==> src/common/dcc_map.vh <==
`ifndef DCC_MAP_VH
`define DCC_MAP_VH
// Special-function-register decode
`define DCC_CFG_ADDR      8'h96
`define DCC_CFG_PAGE      4'h0
`define DCC_MODE_ADDR     8'h94
`define DCC_MODE_PAGE     4'hF
// Configuration register fields
`define DCC_CFG_LOW_POWER_ENABLE_BIT  7
`define DCC_CFG_DIV_HI    6
`define DCC_CFG_DIV_LO    5
`define DCC_CFG_SARPOL    4
`define DCC_CFG_INV_BIT   3
`define DCC_CFG_ILIM_BIT  2
`define DCC_CFG_SLP_BIT   1
`define DCC_CFG_SRC_BIT   0
`define DCC_CFG_RESET     8'h00
// Mode register fields
`define DCC_MODE_FLG_BIT  3
`define DCC_MODE_BYP_HI   2
`define DCC_MODE_BYP_LO   1
`define DCC_MODE_PAS_BIT  0
`define DCC_MODE_RESET    3'h0
// Bypass select encodings
`define DCC_BYP_OFF       2'h0
`define DCC_BYP_AUTO_OSC  2'h1
`define DCC_BYP_AUTO_LOW  2'h2
`define DCC_BYP_FORCE     2'h3
`endif

==> src/core/dcc_sync2.v <==
`timescale 1ns/1ps
module dcc_sync2
(
  input  wire clock,
  input  wire rst_n,
  input  wire din,
  output wire dout
);
  reg stage1_q;
  reg stage2_q;

  // Two-stage synchroniser
  always @(posedge clock or negedge rst_n)
  begin
    if (!rst_n)
    begin
      stage1_q <= 1'b0;
      stage2_q <= 1'b0;
    end
    else
    begin
      stage1_q <= din;
      stage2_q <= stage1_q;
    end
  end

  assign dout = stage2_q;
endmodule // dcc_sync2

==> src/core/dcc_clkgen.v <==
`timescale 1ns/1ps
module dcc_clkgen
(
  input  wire       clock,
  input  wire       rst_n,
  input  wire [1:0] divSel,
  input  wire       invert,
  output wire       convClk,
  output wire       phaseWrap
);
  reg  [2:0] cnt_q;
  reg  [2:0] cnt_d;
  reg  [1:0] sel_q;
  reg        inv_q;
  reg        clk_q;
  reg        clk_d;
  wire [2:0] half;
  wire       divByOne;

  // Half period in system clocks, selector registered at falling toggles, or every clock in divide-by-one
  assign half     = (sel_q == 2'h1) ? 3'h1 : (sel_q == 2'h2) ? 3'h2 : 3'h4;
  assign divByOne = (sel_q == 2'h0);

  // Divider: counts toward a toggle; new settings load only at a falling toggle, or every clock in divide-by-one
  always @*
  begin
    cnt_d = cnt_q + 3'h1;
    clk_d = clk_q;
    if (divByOne)
    begin
      cnt_d = 3'h0;
    end
    else if (cnt_q + 3'h1 >= half)
    begin
      cnt_d = 3'h0;
      clk_d = ~clk_q;
    end
  end

  // Settings change only as the divided clock falls to complete a cycle, or on every clock in divide-by-one
  always @(posedge clock or negedge rst_n)
  begin
    if (!rst_n)
    begin
      cnt_q <= 3'h0;
      clk_q <= 1'b0;
      sel_q <= 2'h0;
      inv_q <= 1'b0;
    end
    else
    begin
      cnt_q <= cnt_d;
      clk_q <= clk_d;
      if (divByOne || (clk_q && !clk_d))
      begin
        sel_q <= divSel;
        inv_q <= invert;
      end
    end
  end

  // Divide-by-one passes the (optionally inverted) system clock itself
  assign convClk   = divByOne ? (clock ^ inv_q) : (clk_q ^ inv_q);
  assign phaseWrap = divByOne | (clk_q & ~clk_d);
endmodule // dcc_clkgen

==> src/core/dcc_config_ctrl.v <==
`timescale 1ns/1ps
`include "dcc_map.vh"
// Functional notes
// - Config bit 7 drives low-power mode
// - Bits 6:5 divide system clock 1/2/4/8
// - Divider ignored on local oscillator
// - Bit 4 zero inverts SAR clock
// - SAR polarity ignored without sync
// - Bit 3 inverts system clock at divider output
// - Bit 2 picks peak current threshold
// - Bit 1 floats output in sleep
// - Bit 0 picks system or local clock
// - Mode bits 7:4 read zero, ignore writes
// - Mode bit 3 reads live bypass state
// - Bypass 00 off, 11 forced
// - Bypass 01/10 auto, oscillator on/off
// - Mode bit 0 enables passive diode
// - Config 0x96 page 0, mode 0x94 page F
// - Sync enable aligns SAR clock to converter
module dcc_config_ctrl
(
  input  wire       clock,
  input  wire       rst_n,
  input  wire [7:0] sfrAddr,
  input  wire [3:0] sfrPage,
  input  wire       sfrWrite,
  input  wire       sfrRead,
  input  wire [7:0] sfrWdata,
  output reg  [7:0] sfrRdata,
  output wire       sfrHit,
  input  wire       syncEnable,
  input  wire       localOscClk,
  input  wire       bypassActive,
  output wire       lowPowerEnable,
  output wire       peakCurrentThreshold,
  output wire       sleepOutputFloat,
  output wire       convClockSource,
  output reg        convClk,
  output wire       sarClk,
  output wire       sarSyncPulse,
  output wire       bypassEnable,
  output wire       bypassForce,
  output wire       convOscEnable,
  output wire       passiveDiodeEnable
);
  reg  [7:0] cfg_q;
  reg  [2:0] mode_q;
  reg        srcSel_q;
  reg        locPrev_q;
  reg        sysPrev_q;
  wire       cfgHit;
  wire       modeHit;
  wire       sysDivClk;
  wire       sysWrap;
  wire       locSync;
  wire       bypSync;
  wire       locRise;
  wire       sysRise;
  wire [1:0] bypSel;

  // Register decode on address and page
  assign cfgHit  = (sfrAddr == `DCC_CFG_ADDR) && (sfrPage == `DCC_CFG_PAGE);
  assign modeHit = (sfrAddr == `DCC_MODE_ADDR) && (sfrPage == `DCC_MODE_PAGE);
  assign sfrHit  = cfgHit | modeHit;

  // Register writes
  always @(posedge clock or negedge rst_n)
  begin
    if (!rst_n)
    begin
      cfg_q  <= `DCC_CFG_RESET;
      mode_q <= `DCC_MODE_RESET;
    end
    else
    begin
      if (sfrWrite && cfgHit)
      begin
        cfg_q <= sfrWdata;
      end
      if (sfrWrite && modeHit)
      begin
        mode_q <= {sfrWdata[`DCC_MODE_BYP_HI:`DCC_MODE_BYP_LO],
                   sfrWdata[`DCC_MODE_PAS_BIT]};
      end
    end
  end

  // Bypass status from the analog stage is asynchronous
  dcc_sync2 uBypSync
  (
    .clock (clock),
    .rst_n (rst_n),
    .din   (bypassActive),
    .dout  (bypSync)
  );

  // Local oscillator sampled for switchover timing and SAR sync pulses
  dcc_sync2 uLocSync
  (
    .clock (clock),
    .rst_n (rst_n),
    .din   (localOscClk),
    .dout  (locSync)
  );

  // Read mux; unmapped addresses read zero
  always @*
  begin
    sfrRdata = 8'h00;
    if (sfrRead && cfgHit)
    begin
      sfrRdata = cfg_q;
    end
    else if (sfrRead && modeHit)
    begin
      sfrRdata = {4'h0, bypSync, mode_q};
    end
  end

  // Static controls to the power stage
  assign lowPowerEnable       = cfg_q[`DCC_CFG_LOW_POWER_ENABLE_BIT];
  assign peakCurrentThreshold = cfg_q[`DCC_CFG_ILIM_BIT];
  assign sleepOutputFloat     = cfg_q[`DCC_CFG_SLP_BIT];
  assign convClockSource      = srcSel_q;
  assign bypSel               = mode_q[2:1];
  assign bypassEnable         = (bypSel != `DCC_BYP_OFF);
  assign bypassForce          = (bypSel == `DCC_BYP_FORCE);
  assign convOscEnable        = (bypSel != `DCC_BYP_AUTO_LOW);
  assign passiveDiodeEnable   = mode_q[0];

  // System-clock divider with inversion
  dcc_clkgen uClkGen
  (
    .clock     (clock),
    .rst_n     (rst_n),
    .divSel    (cfg_q[`DCC_CFG_DIV_HI:`DCC_CFG_DIV_LO]),
    .invert    (cfg_q[`DCC_CFG_INV_BIT]),
    .convClk   (sysDivClk),
    .phaseWrap (sysWrap)
  );

  // Edge trackers for the two candidate clocks
  always @(posedge clock or negedge rst_n)
  begin
    if (!rst_n)
    begin
      locPrev_q <= 1'b0;
      sysPrev_q <= 1'b0;
    end
    else
    begin
      locPrev_q <= locSync;
      sysPrev_q <= sysDivClk;
    end
  end

  assign locRise = locSync & ~locPrev_q;
  assign sysRise = sysWrap;

  // Source changes only at a cycle boundary of the clock being left
  always @(posedge clock or negedge rst_n)
  begin
    if (!rst_n)
    begin
      srcSel_q <= 1'b0;
    end
    else if (cfg_q[`DCC_CFG_SRC_BIT] != srcSel_q)
    begin
      if ((srcSel_q && sysRise) || (!srcSel_q && locRise))
      begin
        srcSel_q <= cfg_q[`DCC_CFG_SRC_BIT];
      end
    end
  end

  // Output clock mux; divider only reaches it when system clock chosen
  always @*
  begin
    convClk = localOscClk;
    if (srcSel_q)
    begin
      convClk = sysDivClk;
    end
  end

  // SAR clock polarity applies only with sync enabled
  assign sarClk = (syncEnable && !cfg_q[`DCC_CFG_SARPOL]) ? ~convClk : convClk;
  assign sarSyncPulse = syncEnable & (srcSel_q ? sysRise : locRise);
endmodule // dcc_config_ctrl

==> config.mk <==
export PLATFORM = sky130hd
export DESIGN_NAME = dcc_config_ctrl
export DESIGN_NICKNAME = d
export VERILOG_FILES = /design/src/core/dcc_sync2.v /design/src/core/dcc_clkgen.v /design/src/core/dcc_config_ctrl.v
export VERILOG_INCLUDE_DIRS = /design/src /design/src/common
export SDC_FILE = /design/constraint.sdc
export NUM_CORES = 1
export LEC_CHECK = 0
export BUFFER_PORTS_ARGS = -buffer_cell sky130_fd_sc_hd__buf_2
export CAP_MARGIN = 5
export CORE_MARGIN = 2
export CORE_UTILIZATION = 42
export DETAILED_ROUTE_END_ITERATION = 10
export GPL_ROUTABILITY_DRIVEN = 0
export PLACE_DENSITY_LB_ADDON = 0.25
export SYNTH_ARGS = -nofsm -noshare
export SYNTH_HDL_FRONTEND = slang
export SYNTH_SLANG_ARGS = --single-unit
==> constraint.sdc <==
create_clock -name clock -period 2 [get_ports clock]
set_input_delay 0.2 -clock clock [delete_from_list [all_inputs] [get_ports clock]]
set_output_delay 0.2 -clock clock [all_outputs]
set_load 0.005 [all_outputs]
## After elaboration in Yosys (flattened, before gate mapping)

Index checks and enable logic that the tools add are counted.
Widths: inputs -> output; s select.

| word-level totals | value |
|---|---|
| bits in registers | 24 |
| logic and storage cells | 64 |
| output and inout bits | 20 |

| operators by class | value |
|---|---|
| reduce and logical (&&, ||, !) cells | 19 |
| order comparisons | 1 |
| add/subtract/negate cells | 1 |
| eq/ne operators | 8 |
| bitwise logic cells | 11 |
| multiplexer cells | 12 |

Operators with widths:

| operator | count |
|---|---|
| $eq 8x8->1 const B | 2 |
| $mux 3 | 4 |
| $logic_and 1x1->1 | 10 |
| $mux 8 | 1 |
| $mux 1 | 6 |
| $eq 2x2->1 const B | 2 |
| $eq 4x4->1 const B | 1 |
| $logic_not 4->1 | 1 |
| $mux 4 | 1 |
| $not 1->1 | 4 |
| $add 3x1->3 const B | 1 |
| $and 1x1->1 | 3 |
| $ge 3x3->1 | 1 |
| $logic_not 1->1 | 3 |
| $eq 2x1->1 const B | 1 |
| $logic_not 2->1 | 1 |
| $logic_or 1x1->1 | 2 |
| $ne 2x2->1 const B | 1 |
| $or 1x1->1 | 2 |
| $reduce_and 2->1 | 1 |
| $reduce_bool 2->1 | 1 |
| $xor 1x1->1 | 2 |
| $ne 1x1->1 | 1 |

## Logic depth before layout (Yosys ltp)

| depth | value |
|---|---|
| depth after elaboration | 12 |
| depth in mapped cells | 8 |
| mapped depth without buffers | 8 |

## Hierarchy

A second synthesis with hierarchy kept.

| unflattened totals | value |
|---|---|
| cells, all modules | 108 |
| area total of the unflattened synthesis | 1,322.5 um2 |

By module, submodules not included:

| module | cells an instance | area an instance (um2) | instances |
|---|---|---|---|
| dcc_config_ctrl | 67 | 775.7 | 1 |
| dcc_clkgen | 37 | 446.7 | 1 |
| dcc_sync2 | 2 | 50.0 | 2 |

==> flow_summary.yaml <==
min_path:
  hp-class: "input port to flop"
timing:
  timing.final.crit_period_ps: 2260
  worstMarginPinSlew_ps: 515
  setup_ws_ps: -257
  whs_ps: 204
  finalSetupViolCount: 3
  finalClockSkew_ps: 9.73
  relSlewSlack_pct: 65.7
  rsz0062_at_grt: "yes"
  drv_slew: 0
  fmax_mhz: 443
  tns_ps: -629
  fin_crit_sh_pct: 113
  hold_viol: 0
synthesis:
  synth_nets: 128
  synth_area_sq_um: 1240
  ys_seq_area_share_pct: 48.2
  syn_avg_cell_area_sq_um: 13.2
  ys_ff_latch: 24
  synthDistinctLibCells: 31
  syn_inst: 94
  ys_warn_count: 0
power_and_ir_drop:
  p_sw_mw: 0.231
  leakagePower_nw: 0.983
  p_per_area_nw_per_um2: 561
  power_frac_clock_pct: 45.9
  swShare_pct: 21.9
  combPwrFrac_pct: 7.3
  internal_power_mw: 0.825
  power_mw: 1.06
  power_frac_seq_pct: 46.8
  peakVddDrop_v: 0.00105
grt:
  grt_max_degree: 25
  overflow: 0
  grt_pass1_vias: 1052
  grt_pass1_wl_mm: 4.61
  grt_usage_pct: 19.1
  grt_antenna_before_repair: 0
final_layout:
  final_cell_mix: "buf_2 (45), dfrtp_1 (24), mux2_4 (12), dlygate4sd3_1 (11), buf_4 (11)"
  final_common_cell: "buf_2"
  antennaDiodeCount: 0
  num-nets-final: 204
  final_core_util_pct: 67.7
  area_growth_pct: 51.2
  fin_cells: 201
  drive_gt1_share_pct: 57.6
  final_cell_area_sq_um: 1880
route:
  first_pass_iters: 3
  drtIter0Drc: 9
  finalWirelength_mm: 2.89
  drc: 0
  wl_per_cell_microns: 14.4
  detail-route-antenna-nets: 0
  vias_per_cell: 4.97
  vias: 998
placement:
  placed_cell_area_sq_um: 1540
  dp_hpwl_mm: 1.84
  detailedPlace.worstSlack_ps: -65.1
  numPortBuffers: 46
  dp.cells: 173
run:
  cap_viol_max_count: 0
floorplanning:
  die-width_microns: 58.4
  io_pins: 47
  die_area_sq_um: 3420
  core_sq_um: 2780
  rows: 19
  initial_core_util_pct: 44.8
  die_y_microns: 58.4
worst_setup_path:
  cp_max_fo: 2
  cp_slowest_stage_delay_ps: 410
  worstPathArrival_ps: 2060
  slowest_stage: "dfrtp_1"
  end_kind: "output pin"
  crit_type: "flop to output pin"
  cp-start-kind: "flop"
  crit_path_cell_trace: "ha_2 > xor2_2 > ha_1 > a21oi_2 > o21ai_2 > a21oi_4 > o22ai_2 > buf_2"
  critical_path_required_ps: 1800
status:
  violations: "setup timing"
  outcome: "finished with violations"
clocking:
  clkLatencyLatePin_ps: 430
  path_clk_slew_ps: 140
  cts_tree: "done"
-- flip-flops by register name, indices dropped and copies added, names as in the netlist --
signal	cells
uClkGen.inv_q	1
uClkGen.sel_q	2
uClkGen.clk_q	1
mode_q	3
uClkGen.cnt_q	3
uLocSync.stage1_q	1
locPrev_q	1
uBypSync.dout	1
cfg_q	8
uLocSync.dout	1
uBypSync.stage1_q	1
convClockSource	1
-- power by group through the flow --
stage | Combinational [mW] | Clock [mW] | Sequential [mW]
global placement | 0.0544 | 0.0383 | 0.504
CTS | 0.0752 | 0.486 | 0.495
floorplan | 0.0134 | 0.0359 | 0.503
finish | 0.0770 | 0.484 | 0.494
detailed placement | 0.0571 | 0.0383 | 0.504
global route | 0.0854 | 0.529 | 0.496
-- worst paths after layout --
kind / from / endpoint / slack [ps] / depth (start not counted)
max: uClkGen.cnt_q[0]$_DFF_PN0_ / sarSyncPulse / -260 / 8
min: sfrWrite / mode_q[0]$_DFFE_PN0P_ / 200 / 3
max reg2reg: uClkGen.cnt_q[0]$_DFF_PN0_ / uClkGen.inv_q$_DFFE_PN0P_ / 30 / 8
min reg2reg: uLocSync.stage1_q$_DFF_PN0_ / uLocSync.dout$_DFF_PN0_ / 370 / 0
max in group asynchronous: rst_n / uClkGen.clk_q$_DFF_PN0_ / 1390 / 2
min in group asynchronous: rst_n / cfg_q[6]$_DFFE_PN0P_ / 250 / 2
-- cells in the mapped netlist (all sizes together) --
library cell  instances  area share (%)
a21oi                 2            0.80
a22o                  5             3.5
and2                  6             3.0
and3                  2             1.1
and4b                 1            0.90
buf                   2             1.3
dfrtp                24              48
ha                    7             7.0
inv                   3            0.90
mux2                 15              16
mux2i                 1            0.80
nand2                 2            0.60
nand2b                6             3.0
nand3                 1            0.40
nand4                 1            0.50
nand4bb               1             2.2
nor2                  1            0.30
nor2b                 1            0.50
nor3                  1            0.40
nor3b                 2             1.2
nor4                  1            0.50
nor4b                 1             1.9
o21a                  1            0.60
o21ai                 1            0.40
o22ai                 1            0.50
or2                   1            0.50
xnor2                 3             2.1
xor2                  1            0.70
-- area by class of cell --
class | count | area, sq um
Fill cell | 207 | 900
Multi-Input combinational cell | 65 | 693
Sequential cell | 24 | 601
Timing Repair Buffer | 66 | 417
Clock buffer | 10 | 87.6
Tap cell | 31 | 38.8
Clock inverter | 2 | 33.8
Inverter | 3 | 11.3
-- what timing repair did --
| action | 4_1_cts | 5_1_grt |
|---|---|---|
| endpoints found under the setup margin | 6 | 6 |
| hold buffers | 11 | 0 |
| pin swaps | 7 | 7 |
| setup buffers | 4 | 4 |
| hold endpoints to repair | 36 | 0 |
| resized for setup | 9 | 12 |
-- per-layer routing --
metal	track usage [%]	part of all wire [%]
met1	19.7	39
met2	30.8	52
met3	9.89	7.2
met4	11.6	1.4
met5	0	0
-- kinds of logic after synthesis --
group / Yosys count / synth area share, %
flip-flops: 24 / 48.2
AND/OR/NAND/NOR: 28 / 17.1
multiplexers: 16 / 16.8
AO/OA/AOI/OAI: 10 / 5.83
adder cells (fa/ha/maj): 7 / 7.03
XOR/XNOR: 4 / 2.81
buffers and inverters: 5 / 2.21
-- worst max-delay path, delay by kind of cell (launching register included) --
family	cells	cell delay (ps)
buffers and inverters	1	120
xor gates and xnor gates	1	150
adders and majority gates	2	510
AOI/OAI and AO/OA	4	450
DFF	1	410
(Power assumes the default switching activity.)
